File: config.mk
export PLATFORM = sky130hd
export DESIGN_NAME = rbwg_top
export DESIGN_NICKNAME = d
export VERILOG_FILES = /design/src/hw/rbwg_pkg.sv /design/src/hw/rbwg_top.sv /design/src/hw/rbwg_guard_reg.sv
export SDC_FILE = /design/constraint.sdc
export NUM_CORES = 1
export LEC_CHECK = 0
export BUFFER_PORTS_ARGS = -buffer_cell sky130_fd_sc_hd__buf_2
export CELL_PAD_IN_SITES_DETAIL_PLACEMENT = 0
export CELL_PAD_IN_SITES_GLOBAL_PLACEMENT = 1
export CORE_MARGIN = 1
export CORE_UTILIZATION = 38
export CTS_BUF_LIST = sky130_fd_sc_hd__clkbuf_2 sky130_fd_sc_hd__clkbuf_4 sky130_fd_sc_hd__clkbuf_8
export DETAILED_ROUTE_END_ITERATION = 7
export PLACE_DENSITY = 0.88
export SYNTH_ARGS = -nofsm -noshare
export SYNTH_HDL_FRONTEND = slang
export SYNTH_SLANG_ARGS = --single-unit
File: constraint.sdc
create_clock -name MCLK -period 1.4 [get_ports MCLK]
set_clock_uncertainty 0.05 [all_clocks]
set_input_delay 0.21 -clock MCLK [delete_from_list [all_inputs] [get_ports MCLK]]
set_output_delay 0.21 -clock MCLK [all_outputs]
set_load 0.05 [all_outputs]
File: src/hw/rbwg_pkg.sv
// =====================================================================
// shared constants for the read-before-write guard
// =====================================================================
package rbwg_pkg;

  localparam int RBWG_ADDR_W = 5;
  localparam int RBWG_DATA_W = 8;
  localparam int RBWG_NUM_GUARDS = 3;

  // =====================================================================
  // register offsets on the control bus
  // =====================================================================
  localparam logic [4:0] RBWG_IRQ_COND_OFFSET = 5'h02;
  localparam logic [4:0] RBWG_TX_STATE_OFFSET = 5'h04;
  localparam logic [4:0] RBWG_RX_COND_A_OFFSET = 5'h09;
  localparam logic [4:0] RBWG_IRQ_CMP_OFFSET = 5'h1A;
  localparam logic [4:0] RBWG_TX_CMP_OFFSET = 5'h1B;
  localparam logic [4:0] RBWG_RXA_CMP_OFFSET = 5'h1C;

  // =====================================================================
  // reset values
  // =====================================================================
  localparam logic [7:0] RBWG_IRQ_COND_RESET = 8'h00;
  localparam logic [7:0] RBWG_TX_STATE_RESET = 8'h00;
  localparam logic [7:0] RBWG_RX_COND_A_RESET = 8'h00;
  localparam logic [7:0] RBWG_IRQ_CMP_RESET = 8'h00;
  localparam logic [7:0] RBWG_TX_CMP_RESET = 8'h00;
  localparam logic [7:0] RBWG_RXA_CMP_RESET = 8'h00;
  localparam logic [7:0] RBWG_UNMAPPED_READ = 8'h00;

  // =====================================================================
  // interrupt condition / comparison bit positions
  // =====================================================================
  localparam int REQUEST_PARITY_ERR_BIT = 0;
  localparam int CTRLBUS_PARITY_ERR_BIT = 1;
  localparam int WRITE_REJECT_BIT = 2;
  localparam int COND_WRITE_INHIBIT_BIT = 3;
  localparam int LINK_ERROR_THRESHOLD_BIT = 4;
  localparam int RX_COND_A_BIT = 5;
  localparam int RX_COND_B_BIT = 6;
  localparam int USER_IRQ_BIT = 7;

  // =====================================================================
  // transmit state / comparison field positions
  // =====================================================================
  localparam int TX_MODE_LSB = 0;
  localparam int TX_MODE_MSB = 2;
  localparam int INJECT_CTRL_LSB = 3;
  localparam int INJECT_CTRL_MSB = 4;
  localparam int SMOOTHER_EN_BIT = 5;
  localparam int REQUEST_PARITY_EN_BIT = 6;
  localparam int TX_RESERVED_BIT = 7;

  // =====================================================================
  // receive condition a / comparison bit positions
  // =====================================================================
  localparam int NO_SIGNAL_BIT = 0;
  localparam int QUIET_LINE_BIT = 1;
  localparam int HALT_LINE_BIT = 2;
  localparam int MASTER_LINE_BIT = 3;
  localparam int NOISE_LINE_BIT = 4;
  localparam int NOISE_THRESHOLD_BIT = 5;
  localparam int LINE_CHANGE_BIT = 6;
  localparam int UNKNOWN_INVALID_LINE_BIT = 7;

  // guarded register slots
  typedef enum logic [1:0] {
    RBWG_GUARD_IRQ,
    RBWG_GUARD_TX,
    RBWG_GUARD_RXA
  } rbwg_guard_t;

endpackage

File: src/hw/rbwg_top.sv
`timescale 1ns/10ps
// Functional notes
// - reading interrupt condition snapshots its comparison copy
// - interrupt write keeps stale bits, sets inhibit
// - reading transmit state snapshots its comparison copy
// - transmit write keeps stale bits, sets inhibit
// - reading receive condition A snapshots comparison copy
// - receive A write keeps stale bits, sets inhibit
// - interrupt comparison bits mirror condition positions
// - transmit comparison fields: mode, inject, smoother, parity
// - receive A comparison bits mirror condition positions
module rbwg_top
  import rbwg_pkg::*;
(
  // clock and reset
  input wire logic MCLK,
  input wire logic RESETN,
  // control bus
  input wire logic [4:0] CB_ADDR,
  input wire logic [7:0] CB_WDATA,
  input wire logic CB_RD,
  input wire logic CB_WR,
  output logic [7:0] CB_RDATA,
  // hardware events into the guarded registers
  input wire logic [7:0] IRQ_COND_SET,
  input wire logic [7:0] TX_STATE_SET,
  input wire logic [7:0] TX_STATE_CLR,
  input wire logic [7:0] RX_COND_A_SET,
  // register contents for the rest of the device
  output logic [7:0] IRQ_COND,
  output logic [7:0] TX_STATE,
  output logic [7:0] RX_COND_A,
  output logic COND_WRITE_INHIBIT
);

  // =====================================================================
  // address decode
  // =====================================================================

  // one strobe qualified by one offset
  function automatic logic addr_hit(input logic [4:0] addr, input logic [4:0] offset,
                                    input logic strobe);
    addr_hit = strobe && (addr == offset);
  endfunction

  logic [4:0] src_offset [RBWG_NUM_GUARDS];
  logic [4:0] cmp_offset [RBWG_NUM_GUARDS];
  logic [7:0] src_val [RBWG_NUM_GUARDS];
  logic [7:0] cmp_val [RBWG_NUM_GUARDS];
  logic [7:0] hw_set [RBWG_NUM_GUARDS];
  logic [7:0] hw_clr [RBWG_NUM_GUARDS];
  logic [RBWG_NUM_GUARDS-1:0] inhibit;
  logic [7:0] inhibit_set;

  // offsets per slot
  assign src_offset[RBWG_GUARD_IRQ] = RBWG_IRQ_COND_OFFSET;
  assign src_offset[RBWG_GUARD_TX] = RBWG_TX_STATE_OFFSET;
  assign src_offset[RBWG_GUARD_RXA] = RBWG_RX_COND_A_OFFSET;
  assign cmp_offset[RBWG_GUARD_IRQ] = RBWG_IRQ_CMP_OFFSET;
  assign cmp_offset[RBWG_GUARD_TX] = RBWG_TX_CMP_OFFSET;
  assign cmp_offset[RBWG_GUARD_RXA] = RBWG_RXA_CMP_OFFSET;

  // =====================================================================
  // inhibit flag routing
  // =====================================================================

  // flag on stale write to any guarded register
  // the flag is itself an interrupt condition bit, so it rides the set path
  always_comb
  begin
    inhibit_set = 8'h00;
    inhibit_set[COND_WRITE_INHIBIT_BIT] = |inhibit;
  end

  // hardware updates per slot; only transmit state is also cleared by hardware
  assign hw_set[RBWG_GUARD_IRQ] = IRQ_COND_SET | inhibit_set;
  assign hw_clr[RBWG_GUARD_IRQ] = 8'h00;
  assign hw_set[RBWG_GUARD_TX] = TX_STATE_SET;
  assign hw_clr[RBWG_GUARD_TX] = TX_STATE_CLR;
  assign hw_set[RBWG_GUARD_RXA] = RX_COND_A_SET;
  assign hw_clr[RBWG_GUARD_RXA] = 8'h00;

  // =====================================================================
  // guarded registers
  // =====================================================================

  // receive copy bit-for-bit
  // positions mirror because each copy is taken whole from its source
  genvar g;
  generate
    for (g = 0; g < RBWG_NUM_GUARDS; g++)
    begin : guard
      localparam logic [7:0] SRC_RST = (g == RBWG_GUARD_IRQ) ? RBWG_IRQ_COND_RESET :
                                       (g == RBWG_GUARD_TX) ? RBWG_TX_STATE_RESET :
                                       RBWG_RX_COND_A_RESET;
      localparam logic [7:0] CMP_RST = (g == RBWG_GUARD_IRQ) ? RBWG_IRQ_CMP_RESET :
                                       (g == RBWG_GUARD_TX) ? RBWG_TX_CMP_RESET :
                                       RBWG_RXA_CMP_RESET;
      rbwg_guard_reg #(
        .SRC_RESET(SRC_RST),
        .CMP_RESET(CMP_RST)
      ) u_guard (
        .clk(MCLK),
        .rst_n(RESETN),
        .rd_src(addr_hit(CB_ADDR, src_offset[g], CB_RD)),
        .wr_src(addr_hit(CB_ADDR, src_offset[g], CB_WR)),
        .wr_cmp(addr_hit(CB_ADDR, cmp_offset[g], CB_WR)),
        .wdata(CB_WDATA),
        .hw_set(hw_set[g]),
        .hw_clr(hw_clr[g]),
        .src(src_val[g]),
        .cmp(cmp_val[g]),
        .inhibit(inhibit[g])
      );
    end
  endgenerate

  // =====================================================================
  // read data
  // =====================================================================

  logic [7:0] next_rdata;

  // read mux; unmapped offsets answer zero
  always_comb
  begin
    next_rdata = RBWG_UNMAPPED_READ;
    for (int i = 0; i < RBWG_NUM_GUARDS; i++)
    begin
      if (CB_ADDR == src_offset[i])
        next_rdata = src_val[i];
      if (CB_ADDR == cmp_offset[i])
        next_rdata = cmp_val[i];
    end
  end

  // read data holds until the next read strobe
  always_ff @(posedge MCLK or negedge RESETN)
  begin
    if (!RESETN)
      CB_RDATA <= RBWG_UNMAPPED_READ;
    else if (CB_RD)
      CB_RDATA <= next_rdata;
  end

  // =====================================================================
  // state to the device
  // =====================================================================
  // host reads first, else the write keeps stale bits
  assign IRQ_COND = src_val[RBWG_GUARD_IRQ];
  assign TX_STATE = src_val[RBWG_GUARD_TX];
  assign RX_COND_A = src_val[RBWG_GUARD_RXA];
  assign COND_WRITE_INHIBIT = src_val[RBWG_GUARD_IRQ][COND_WRITE_INHIBIT_BIT];

endmodule

File: src/hw/rbwg_guard_reg.sv
`timescale 1ns/10ps
// =====================================================================
// one guarded source register with its comparison copy
// =====================================================================
module rbwg_guard_reg
  import rbwg_pkg::*;
#(
  parameter logic [7:0] SRC_RESET = 8'h00,
  parameter logic [7:0] CMP_RESET = 8'h00
)
(
  // clock and reset
  input wire logic clk,
  input wire logic rst_n,
  // host accesses, one-cycle strobes
  input wire logic rd_src,
  input wire logic wr_src,
  input wire logic wr_cmp,
  input wire logic [7:0] wdata,
  // hardware updates of the source
  input wire logic [7:0] hw_set,
  input wire logic [7:0] hw_clr,
  // state
  output logic [7:0] src,
  output logic [7:0] cmp,
  output logic inhibit
);

  logic [7:0] mismatch;
  logic [7:0] next_src;

  // bits where the source differs from its comparison copy
  assign mismatch = src ^ cmp;

  // a write that touches a stale bit is flagged
  assign inhibit = wr_src && (mismatch != 8'h00);

  // source next value; hardware set wins over anything else
  always_comb
  begin
    next_src = src;
    if (wr_src)
    begin
      next_src = (src & mismatch) | (wdata & ~mismatch);
    end
    next_src = (next_src & ~hw_clr) | hw_set;
  end

  // source register
  always_ff @(posedge clk or negedge rst_n)
  begin
    if (!rst_n)
      src <= SRC_RESET;
    else
      src <= next_src;
  end

  // comparison copy: snapshot on read, direct host write otherwise
  always_ff @(posedge clk or negedge rst_n)
  begin
    if (!rst_n)
      cmp <= CMP_RESET;
    else if (rd_src)
      cmp <= src;  // pre-update value, so a same-cycle event stays guarded
    else if (wr_cmp)
      cmp <= wdata;
  end

endmodule

==> results.sh, run 1 <==
export IMPL_outcome="finished, violations left"
export IMPL_violations="negative setup slack"
export IMPL_synth_seq_area_share_pct=41.0
export IMPL_p_comb_share_pct=33.5
export IMPL_yosys_warnings=0
export IMPL_grt_pass1_vias=3409
export IMPL_setup_slack_ps=-162
export IMPL_design_core_area_mm2=0.00872
export IMPL_syn_area_mm2=0.00342
export IMPL_pre_cts_ws_ps=-325
export IMPL_crit_arrival_ps=1710
export IMPL_synth_compound_area_share_pct=26.6
export IMPL_whs_ps=5.84
export IMPL_switching_power_w=0.00156
export IMPL_multi_input_area_mm2=0.00203
export IMPL_cts_max_path_buffers=2
export IMPL_track_usage_pct=23.4
export IMPL_min_path_type="in -> reg"
export IMPL_die_w_um=96.8
export IMPL_fin_cells=631
export IMPL_gr_total_overflow=0
export IMPL_root_buffer="clkbuf_8"
export IMPL_layout_commonest_cell="buf_4"
export IMPL_avgSynthCellArea_um2=9.26
export IMPL_tightestPinTransition_ps=553
export IMPL_synth_edf_count=0
export IMPL_cts_tree="built"
export IMPL_antenna_cells=0
export IMPL_areaGrowthSynthToFinish_pct=40.2
export IMPL_antenna_found_initial=0
export IMPL_dr_pass1_iters=5
export IMPL_synth_ff_type="dfrtp_1"
export IMPL_fin_crit_ps=1560
export IMPL_cts_buffers=5
export IMPL_via_per_inst=5.48
export IMPL_ant_nets=0
export IMPL_drv_cap=0
export IMPL_drt_iter0_drc=172
export IMPL_dp_cells=618
export IMPL_fin_crit_sh_pct=112
export IMPL_hpwlAfterDp_um=7890
export IMPL_p_seq_share_pct=44.9
export IMPL_clkLatencyLatePin_ps=320
export IMPL_grt_first_pass_wirelength_um=17500
export IMPL_switching_share_pct=34.3
export IMPL_fin_nets=571
export IMPL_dieArea_mm2=0.00937
export IMPL_grt_max_degree=57
export IMPL_ys_types=42
export IMPL_routedWlPerCell_um=17.0
export IMPL_ios=82
export IMPL_clkPwrFrac_pct=21.6
export IMPL_totalWireLength_um=10800
export IMPL_start_util_pct=39.2
export IMPL_finalSetupViolations=1
export IMPL_drive_gt1_share_pct=39.8
export IMPL_slew_violations=0
export IMPL_synth_top_family_by_area="compound AO/OA/AOI/OAI gates"
export IMPL_die_y_um=96.8
export IMPL_final_cell_mix="buf_4 (77), buf_2 (65), dfrtp_1 (51)"
export IMPL_synth_cells=369
export IMPL_regArea_mm2=0.00141
export IMPL_synth_mux_area_fraction_pct=7.03
export IMPL_internal_power_w=0.00298
export IMPL_slew_headroom_pct=63.0
export IMPL_synth_xor_area_share_pct=6.15
export IMPL_htree_levels=2
export IMPL_critPathRequiredTime_ps=1550
export IMPL_power_density_mw_per_mm2=948
export IMPL_hold_viol_final=0
export IMPL_clock_fmax_ghz=0.640
export IMPL_p_leak_nw=2.11
export IMPL_fill_cells=764
export IMPL_critPathMaxFanout=2
export IMPL_synthSimpleGateAreaFrac_pct=16.0
export IMPL_cts_sinks=56
export IMPL_place_congestion=0.922
export IMPL_end_kind="flop"
export IMPL_rsz0062_at_grt="true"
export IMPL_synth_nets=418
export IMPL_yosys_register_bits=56
export IMPL_num_rows=34
export IMPL_io_buffers=81
export IMPL_async_reset_ff_share_pct=100
export IMPL_peakVddDrop_mv=0.433
export IMPL_critPathKind="reg -> reg"
export IMPL_drc_errors=0
export IMPL_start_kind="flop"
export IMPL_vias=3456
export IMPL_path_clk_slew_ps=100
export IMPL_synthAdderAreaFrac_pct=0
==> metrics by stage <==
stage | instance area [µm²] | utilization (%) | setup TNS (ps) | power (W)
after floorplan | 3500 | - | -4300 | 0.00284
after global placement | 4510 | 51.7 | -11320 | 0.00345
after detailed placement | 4510 | 51.7 | -13820 | 0.00350
after CTS | 4630 | 53.1 | -124 | 0.00450
after global routing | 4790 | 54.9 | -333 | 0.00480
final | 4790 | 54.9 | -162 | 0.00454
==> metal layers <==
metal	up-vias	global-route usage, %	share of wire [%]
met4	0	8.50	2.7
met2	128	36.6	47
li1	1653	-	-
met3	18	3.03	5.1
met1	1657	33.1	45
met5	-	0	0
==> logic make-up (layout without fill, tap and decap cells) <==
kind of cell	after synthesis	in the layout
AO/OA/AOI/OAI	145	145
AND/OR/NAND/NOR	99	99
flip-flops	56	56
XOR/XNOR	24	24
multiplexers	24	24
buffers and inverters	21	175
==> worst max-delay path: stages (launching register included) <==
cell	delay, ps
dfrtp_1	400
xor2_1	170
nor4_2	330
a21oi_1	140
nor3_2	250
o21ai_1	100
==> state kept, by name (all words and copies together), names as in the netlist <==
signal and cells:
guard.u_guard.cmp 24, CB_RDATA 8, guard.u_guard.src 24
==> worst paths after layout <==
path	start	end	depth (start not counted)	slack, ps
max in group asynchronous	RESETN	guard[0].u_guard.src[3]	3	640
min reg2reg	CB_RDATA[1]	CB_RDATA[1]	2	490
max reg2reg	guard[1].u_guard.cmp[2]	guard[0].u_guard.src[3]	5	-160
max	guard[1].u_guard.cmp[2]	guard[0].u_guard.src[3]	5	-160
min in group asynchronous	RESETN	guard[2].u_guard.cmp[4]	3	370
min	TX_STATE_CLR[0]	guard[1].u_guard.src[0]	2	6
==> final cells by class <==
class                   count  share of cell area (%)
multi-input cells         292                    42.4
clock buffers               7                    1.88
repair buffers            163                    23.0
inverters                   4                   0.313
clock inverters             1                   0.157
well taps                 108                    2.82
flip-flops and latches     56                    29.4
==> power by group through the flow <==
stage | sequential (W) | combinational [W] | clock, W
floorplan | 0.00224 | 0.000593 | 0
CTS | 0.00204 | 0.00145 | 0.00101
finish | 0.00204 | 0.00152 | 0.000981
detailed placement | 0.00207 | 0.00143 | 0
global route | 0.00207 | 0.00166 | 0.00107
global placement | 0.00206 | 0.00139 | 0
==> cell usage after synthesis, types with 6 or more instances <==
library cell	count	area, µm²
a22o_1	8	70.1
o22a_1	8	70.1
nor4_1	6	37.5
a21oi_1	51	255
nand2_1	27	101
o21ai_0	28	140
nor2_1	32	120
dfrtp_1	56	1400
o21bai_1	21	158
buf_2	7	35.0
mux2i_1	24	240
or2_1	9	56.3
a22oi_1	21	158
xor2_1	21	184
==> what timing repair did <==
action	4_1_cts	5_1_grt
setup buffers	0	3
gates cloned	0	1
hold endpoints to repair	56	0
setup endpoints to repair	1	52
pin swaps	3	10
hold buffers	1	0
resized for setup	5	40
(Power assumes the default switching activity.)
==> run 2, diff against run 1 <==
--- a/config.mk
+++ b/config.mk
@@ -9,10 +9,11 @@
 export CELL_PAD_IN_SITES_DETAIL_PLACEMENT = 0
 export CELL_PAD_IN_SITES_GLOBAL_PLACEMENT = 1
 export CORE_MARGIN = 1
-export CORE_UTILIZATION = 38
-export CTS_BUF_LIST = sky130_fd_sc_hd__clkbuf_2 sky130_fd_sc_hd__clkbuf_4 sky130_fd_sc_hd__clkbuf_8
+export CORE_UTILIZATION = 37
+export CTS_BUF_LIST = sky130_fd_sc_hd__clkbuf_8 sky130_fd_sc_hd__clkbuf_16
 export DETAILED_ROUTE_END_ITERATION = 7
-export PLACE_DENSITY = 0.88
+export PLACE_DENSITY = 0.86
+export SKIP_LAST_GASP = 1
 export SYNTH_ARGS = -nofsm -noshare
 export SYNTH_HDL_FRONTEND = slang
 export SYNTH_SLANG_ARGS = --single-unit
==> run 2 against run 1 <==
The flow finishes with violations (design-rule violations, negative hold slack, negative setup slack); clock power rose by 16%; power rose by 4.1%; global-route usage rose by 0.38 points; flip-flop and latch count did not move; clock-buffer cell count fell by 2; routed wire length rose by 0.62%; final area rose by 1.6%; die area rose by 2.6%; first-iteration DRC count rose by 8.1%; sequential share of layout area fell by 0.45 points; core utilization rose by 0.099 points; critical path type unchanged.
==> results.sh, run 2 (synthesized netlist as in run 1, its figures left out) <==
export IMPL_outcome="finished, violations left"
export IMPL_violations="design-rule violations, negative hold slack, negative setup slack"
export IMPL_crit_path_max_incr_delay_ps=410
export IMPL_hpwlAfterDp_um=8090
export IMPL_via_per_inst=5.49
export IMPL_cts_max_path_buffers=2
export IMPL_clkPwrFrac_pct=24.1
export IMPL_rsz0062_at_grt="true"
export IMPL_drv_cap=0
export IMPL_root_buffer="clkbuf_8"
export IMPL_htree_levels=2
export IMPL_switching_power_w=0.00161
export IMPL_clock_fmax_ghz=0.652
export IMPL_place_congestion=0.910
export IMPL_antenna_cells=0
export IMPL_drc_errors=4
export IMPL_fin_nets=577
export IMPL_drive_gt1_share_pct=39.5
export IMPL_p_comb_share_pct=32.8
export IMPL_final_cell_mix="buf_4 (83), buf_2 (64), dfrtp_1 (50)"
export IMPL_reg2reg_from="guard[2].u_guard.cmp[2]"
export IMPL_clkLatencyLatePin_ps=330
export IMPL_slew_headroom_pct=72.5
export IMPL_end_kind="flop"
export IMPL_p_total_w=0.00473
export IMPL_p_seq_share_pct=43.1
export IMPL_die_y_um=98.1
export IMPL_track_usage_pct=23.8
export IMPL_r2r_end="guard[0].u_guard.src[3]"
export IMPL_die_w_um=98.1
export IMPL_setup_slack_ps=-134
export IMPL_grt_pass1_vias=3454
export IMPL_pre_cts_ws_ps=-319
export IMPL_path_buf_inv=1
export IMPL_crit_arrival_ps=1690
export IMPL_ios=82
export IMPL_cp_top_family="simple AND/OR/NAND/NOR gates"
export IMPL_routedWlPerCell_um=17.0
export IMPL_tns_ps=-134
export IMPL_hold_path_end="guard[1].u_guard.src[2]"
export IMPL_totalWireLength_um=10800
export IMPL_tightestPinTransition_ps=411
export IMPL_hold_viol_final=1
export IMPL_critPathMaxFanout=2
export IMPL_cts_tree="built"
export IMPL_antenna_found_initial=1
export IMPL_ant_nets=0
export IMPL_switching_share_pct=34.1
export IMPL_cts_sinks=56
export IMPL_io_buffers=81
export IMPL_layout_commonest_cell="buf_4"
export IMPL_cp_slowest_cell="dfrtp_1"
export IMPL_post_route_util_pct=55.0
export IMPL_peakVddDrop_mv=0.441
export IMPL_vias=3498
export IMPL_path_clk_slew_ps=110
export IMPL_hp_start="TX_STATE_CLR[2]"
export IMPL_internal_power_w=0.00311
export IMPL_postCtsSetupBuffers=0
export IMPL_start_util_pct=38.6
export IMPL_dieArea_mm2=0.00962
export IMPL_rrSetupSlack_ps=-130
export IMPL_min_path_type="in -> reg"
export IMPL_slew_violations=0
export IMPL_whs_ps=-7.02
export IMPL_start_kind="flop"
export IMPL_design_core_area_mm2=0.00885
export IMPL_areaGrowthSynthToFinish_pct=42.5
export IMPL_grt_first_pass_wirelength_um=17800
export IMPL_dr_pass1_iters=7
export IMPL_gr_total_overflow=0
export IMPL_drt_iter0_drc=186
export IMPL_crit_chain="xor2_1 -> nor4_1 -> buf_4 -> a21oi_2 -> nor3_2 -> o21ai_1"
export IMPL_power_density_mw_per_mm2=971
export IMPL_critPathKind="reg -> reg"
export IMPL_critPathRequiredTime_ps=1560
export IMPL_fin_crit_sh_pct=110
export IMPL_cts_buffers=5
export IMPL_finalSetupViolations=1
export IMPL_worstRegToRegCells=6
export IMPL_grt_max_degree=57
export IMPL_whs_path_depth=2
export IMPL_num_rows=34
export IMPL_p_leak_nw=2.15
export IMPL_largestRegisters="guard.u_guard.cmp: 24 flops, guard.u_guard.src: 24 flops, CB_RDATA: 8 flops"
export IMPL_fin_crit_ps=1530
[run 2: cell count changes in the layout (fill, tap and decap cells not counted), moves of 2 or more]
cell / previous run / this run
buf_4: 77 / 83
nor4_1: 4 / 2
dlygate4sd3_1: 1 / 4
buf_12: 2 / 4
nor3_4: 4 / 2
clkbuf_4: 15 / 10
nor4_2: 3 / 5
clkinv_4: 0 / 2
o21ai_0: 16 / 18
[run 2: routing by layer]
layer / up-vias / share of wire, % / GRT usage [%] / wire length (µm)
li1: 1668 / - / - / -
met1: 1700 / 45 / 32.4 / 4840
met2: 106 / 47 / 37.5 / 5100
met3: 22 / 5.8 / 4.80 / 623
met4: 2 / 2.2 / 8.62 / 242
met5: - / 0.092 / 0 / 10
[run 2: stage by stage]
| stage | instances | cell area, µm² |
|---|---|---|
| 2_1_floorplan | 369 | 3500 |
| 3_3_place_gp | 625 | 4580 |
| 3_5_place_dp | 625 | 4580 |
| 4_1_cts | 636 | 4760 |
| 5_1_grt | 637 | 4870 |
| 6_report | 637 | 4870 |
[run 2: worst max-delay path by stage]
stage / from / endpoint / slack, ps / cells after the start
after floorplan: CB_ADDR[4] / guard[0].u_guard.src[7] / -220 / 7
after global placement: CB_ADDR[4] / guard[1].u_guard.src[7] / -280 / 7
after detailed placement: CB_ADDR[2] / guard[2].u_guard.src[1] / -320 / 7
after CTS: guard[2].u_guard.src[7] / guard[0].u_guard.src[3] / -190 / 6
after global routing: guard[1].u_guard.cmp[2] / guard[0].u_guard.src[3] / -210 / 5
final: guard[2].u_guard.cmp[2] / guard[0].u_guard.src[3] / -130 / 6
[run 2: repair_timing]
item / CTS / global route
hold buffers: 3 / 1
resized for setup: 7 / 37
gates cloned: 0 / 0
pin swaps: 7 / 9
endpoints found under the setup margin: 2 / 36
hold endpoints to repair: 58 / 1
[run 2: cell type report]
cell class                      count  area (µm²)
Multi-Input combinational cell    292        2010
Tap cell                          108         135
Timing Repair Buffer              169        1180
Clock buffer                        5        68.8
Inverter                            4        15.0
Sequential cell                    56        1410
Fill cell                         792        3980
Clock inverter                      3        47.5
[run 2: power by group through the flow]
stage,combinational [W],clock [W],sequential [W]
6_report,0.00155,0.00114,0.00204
5_1_grt,0.00168,0.00121,0.00207
4_1_cts,0.00151,0.00115,0.00203
3_5_place_dp,0.00147,0,0.00207
3_3_place_gp,0.00143,0,0.00205
2_1_floorplan,0.000593,0,0.00224
==> run 3, diff against run 2 <==
--- a/config.mk
+++ b/config.mk
@@ -5,14 +5,15 @@
 export SDC_FILE = /design/constraint.sdc
 export NUM_CORES = 1
 export LEC_CHECK = 0
-export BUFFER_PORTS_ARGS = -buffer_cell sky130_fd_sc_hd__buf_2
 export CELL_PAD_IN_SITES_DETAIL_PLACEMENT = 0
 export CELL_PAD_IN_SITES_GLOBAL_PLACEMENT = 1
 export CORE_MARGIN = 1
-export CORE_UTILIZATION = 37
+export CORE_UTILIZATION = 43
 export CTS_BUF_LIST = sky130_fd_sc_hd__clkbuf_8 sky130_fd_sc_hd__clkbuf_16
 export DETAILED_ROUTE_END_ITERATION = 7
-export PLACE_DENSITY = 0.86
+export DONT_BUFFER_PORTS = 1
+export PLACE_DENSITY = 0.85
+export REMOVE_ABC_BUFFERS = 1
 export SKIP_LAST_GASP = 1
 export SYNTH_ARGS = -nofsm -noshare
 export SYNTH_HDL_FRONTEND = slang
==> run 3 against run 2 <==
The flow finishes with violations (negative hold slack, negative setup slack); combinational power decreased by 8%; power decreased by 8.3%; clock-buffer cell count unchanged; die area is 14% lower; non-clock buffer count is 50 lower; fmax up 0.70%; flip-flop and latch count stayed put; worst hold slack worse by 470 ps; sequential share of layout area up 1.4 points; routed wire length shrank 2.1%; first-iteration DRC count up 28%.
==> results.sh, run 3 (synthesized netlist as in run 1, its figures left out) <==
export IMPL_outcome="finished, violations left"
export IMPL_violations="negative hold slack, negative setup slack"
export IMPL_rrSetupSlack_ps=-120
export IMPL_hold_viol_final=56
export IMPL_critPathKind="reg -> reg"
export IMPL_slew_violations=0
export IMPL_grt_first_pass_wirelength_um=16800
export IMPL_p_seq_share_pct=46.7
export IMPL_tns_ps=-199
export IMPL_drv_cap=0
export IMPL_grt_max_degree=57
export IMPL_reg2reg_from="guard[1].u_guard.cmp[3]"
export IMPL_switching_share_pct=33.1
export IMPL_end_kind="flop"
export IMPL_via_per_inst=5.69
export IMPL_die_w_um=91.1
export IMPL_power_density_mw_per_mm2=938
export IMPL_dr_pass1_iters=4
export IMPL_rsz0062_at_grt="true"
export IMPL_whs_ps=-473
export IMPL_r2r_end="guard[0].u_guard.src[3]"
export IMPL_crit_arrival_ps=1660
export IMPL_crit_path_max_incr_delay_ps=400
export IMPL_drc_errors=0
export IMPL_layout_commonest_cell="buf_4"
export IMPL_grt_pass1_vias=3285
export IMPL_pre_cts_ws_ps=-340
export IMPL_cts_hold_buf=33
export IMPL_track_usage_pct=26.2
export IMPL_fill_cells=683
export IMPL_p_leak_nw=1.93
export IMPL_critPathMaxFanout=2
export IMPL_fin_crit_ps=1520
export IMPL_internal_power_w=0.00290
export IMPL_drive_gt1_share_pct=24.0
export IMPL_root_buffer="clkbuf_8"
export IMPL_min_path_type="in -> async"
export IMPL_regArea_mm2=0.00140
export IMPL_cts_buffers=5
export IMPL_antenna_cells=0
export IMPL_critPathRequiredTime_ps=1540
export IMPL_ant_nets=0
export IMPL_clkLatencyLatePin_ps=310
export IMPL_routedWlPerCell_um=18.2
export IMPL_largestRegisters="guard.u_guard.cmp: 24 flops, guard.u_guard.src: 24 flops, CB_RDATA: 8 flops"
export IMPL_peakVddDrop_mv=0.556
export IMPL_slew_headroom_pct=55.7
export IMPL_totalWireLength_um=10600
export IMPL_crit_chain="xor2_1 -> nor4_2 -> a21oi_1 -> nor3_2 -> o21ai_1"
export IMPL_dieArea_mm2=0.00830
export IMPL_design_core_area_mm2=0.00769
export IMPL_gr_total_overflow=0
export IMPL_cp_slowest_cell="dfrtp_1"
export IMPL_io_buffers=0
export IMPL_areaGrowthSynthToFinish_pct=35.3
export IMPL_antenna_found_initial=0
export IMPL_final_cell_mix="buf_4 (79), dfrtp_1 (56), a21oi_1 (50)"
export IMPL_vias=3306
export IMPL_start_util_pct=44.4
export IMPL_die_y_um=91.1
export IMPL_num_rows=32
export IMPL_cts_tree="built"
export IMPL_start_kind="flop"
export IMPL_tightestPinTransition_ps=660
export IMPL_ios=82
export IMPL_fin_crit_sh_pct=109
export IMPL_htree_levels=2
export IMPL_p_comb_share_pct=32.7
export IMPL_setup_slack_ps=-124
export IMPL_clock_fmax_ghz=0.656
export IMPL_cts_sinks=56
export IMPL_finalSetupViolations=2
export IMPL_post_route_util_pct=60.1
export IMPL_fin_cells=581
export IMPL_clkPwrFrac_pct=20.6
export IMPL_hpwlAfterDp_um=7760
export IMPL_dp_cells=539
export IMPL_drt_iter0_drc=239
export IMPL_path_clk_slew_ps=100
export IMPL_fin_nets=527
export IMPL_multi_input_area_mm2=0.00197
export IMPL_cts_max_path_buffers=2
export IMPL_switching_power_w=0.00143
export IMPL_worstRegToRegCells=5
export IMPL_place_congestion=0.889
-- run 3: cell types whose count changed in the layout (fill, tap and decap cells not counted), sizes merged --
cell	before	now
buf	155	86
bufinv	1	0
dlygate4sd3	4	33
clkbuf	15	5
clkinv	2	1
inv	4	6
-- run 3: area by class of cell --
cell class              count  share of cell area [%]
multi-input cells         292                    42.5
flip-flops and latches     56                    30.3
repair buffers            119                    22.2
well taps                 102                    2.76
clock buffers               5                    1.49
clock inverters             3                   0.352
inverters                   4                   0.325
-- run 3: worst max path at each step --
stage,startpoint,end,slack [ps],cells past startpoint
2_1_floorplan,guard[0].u_guard.src[3],guard[0].u_guard.src[3],-450,5
3_3_place_gp,guard[2].u_guard.cmp[3],guard[0].u_guard.src[3],-260,6
3_5_place_dp,guard[2].u_guard.cmp[3],guard[0].u_guard.src[3],-340,6
4_1_cts,guard[2].u_guard.cmp[6],guard[0].u_guard.src[3],-170,5
5_1_grt,guard[0].u_guard.cmp[0],guard[0].u_guard.src[3],-180,5
6_report,guard[1].u_guard.cmp[3],guard[0].u_guard.src[3],-120,5
-- run 3: worst max-delay path: cells and delay by family, from the launching register on --
family          cells  cell delay (ps)
compound gates      2              220
flops               1              400
xor+xnor            1              180
simple gates        2              560
-- run 3: power by group through the flow --
stage	Combinational [W]	Sequential (W)	Clock, W
after CTS	0.00137	0.00202	0.000907
after global routing	0.00155	0.00205	0.000972
after detailed placement	0.00126	0.00206	0
after floorplan	0.000523	0.00224	0
after global placement	0.00123	0.00204	0
final	0.00142	0.00202	0.000894
-- run 3: what timing repair did --
item / in CTS / in global routing
endpoints found under the setup margin: 3 / 7
gates resized for setup: 11 / 6
hold endpoints to repair: 83 / 56
pin swaps: 11 / 12
buffers inserted: 0 / 2
-- run 3: metal layers --
layer | track usage, % | wire length, µm
met1 | 34.1 | 4410
met2 | 43.7 | 5180
met3 | 5.78 | 802
met4 | 7.67 | 205
met5 | 0 | 0
-- run 3: stage by stage --
step	area [µm²]	power (W)
finish	4620	0.00434
global route	4620	0.00457
CTS	4580	0.00431
detailed placement	4120	0.00332
global placement	4120	0.00327
floorplan	3320	0.00277
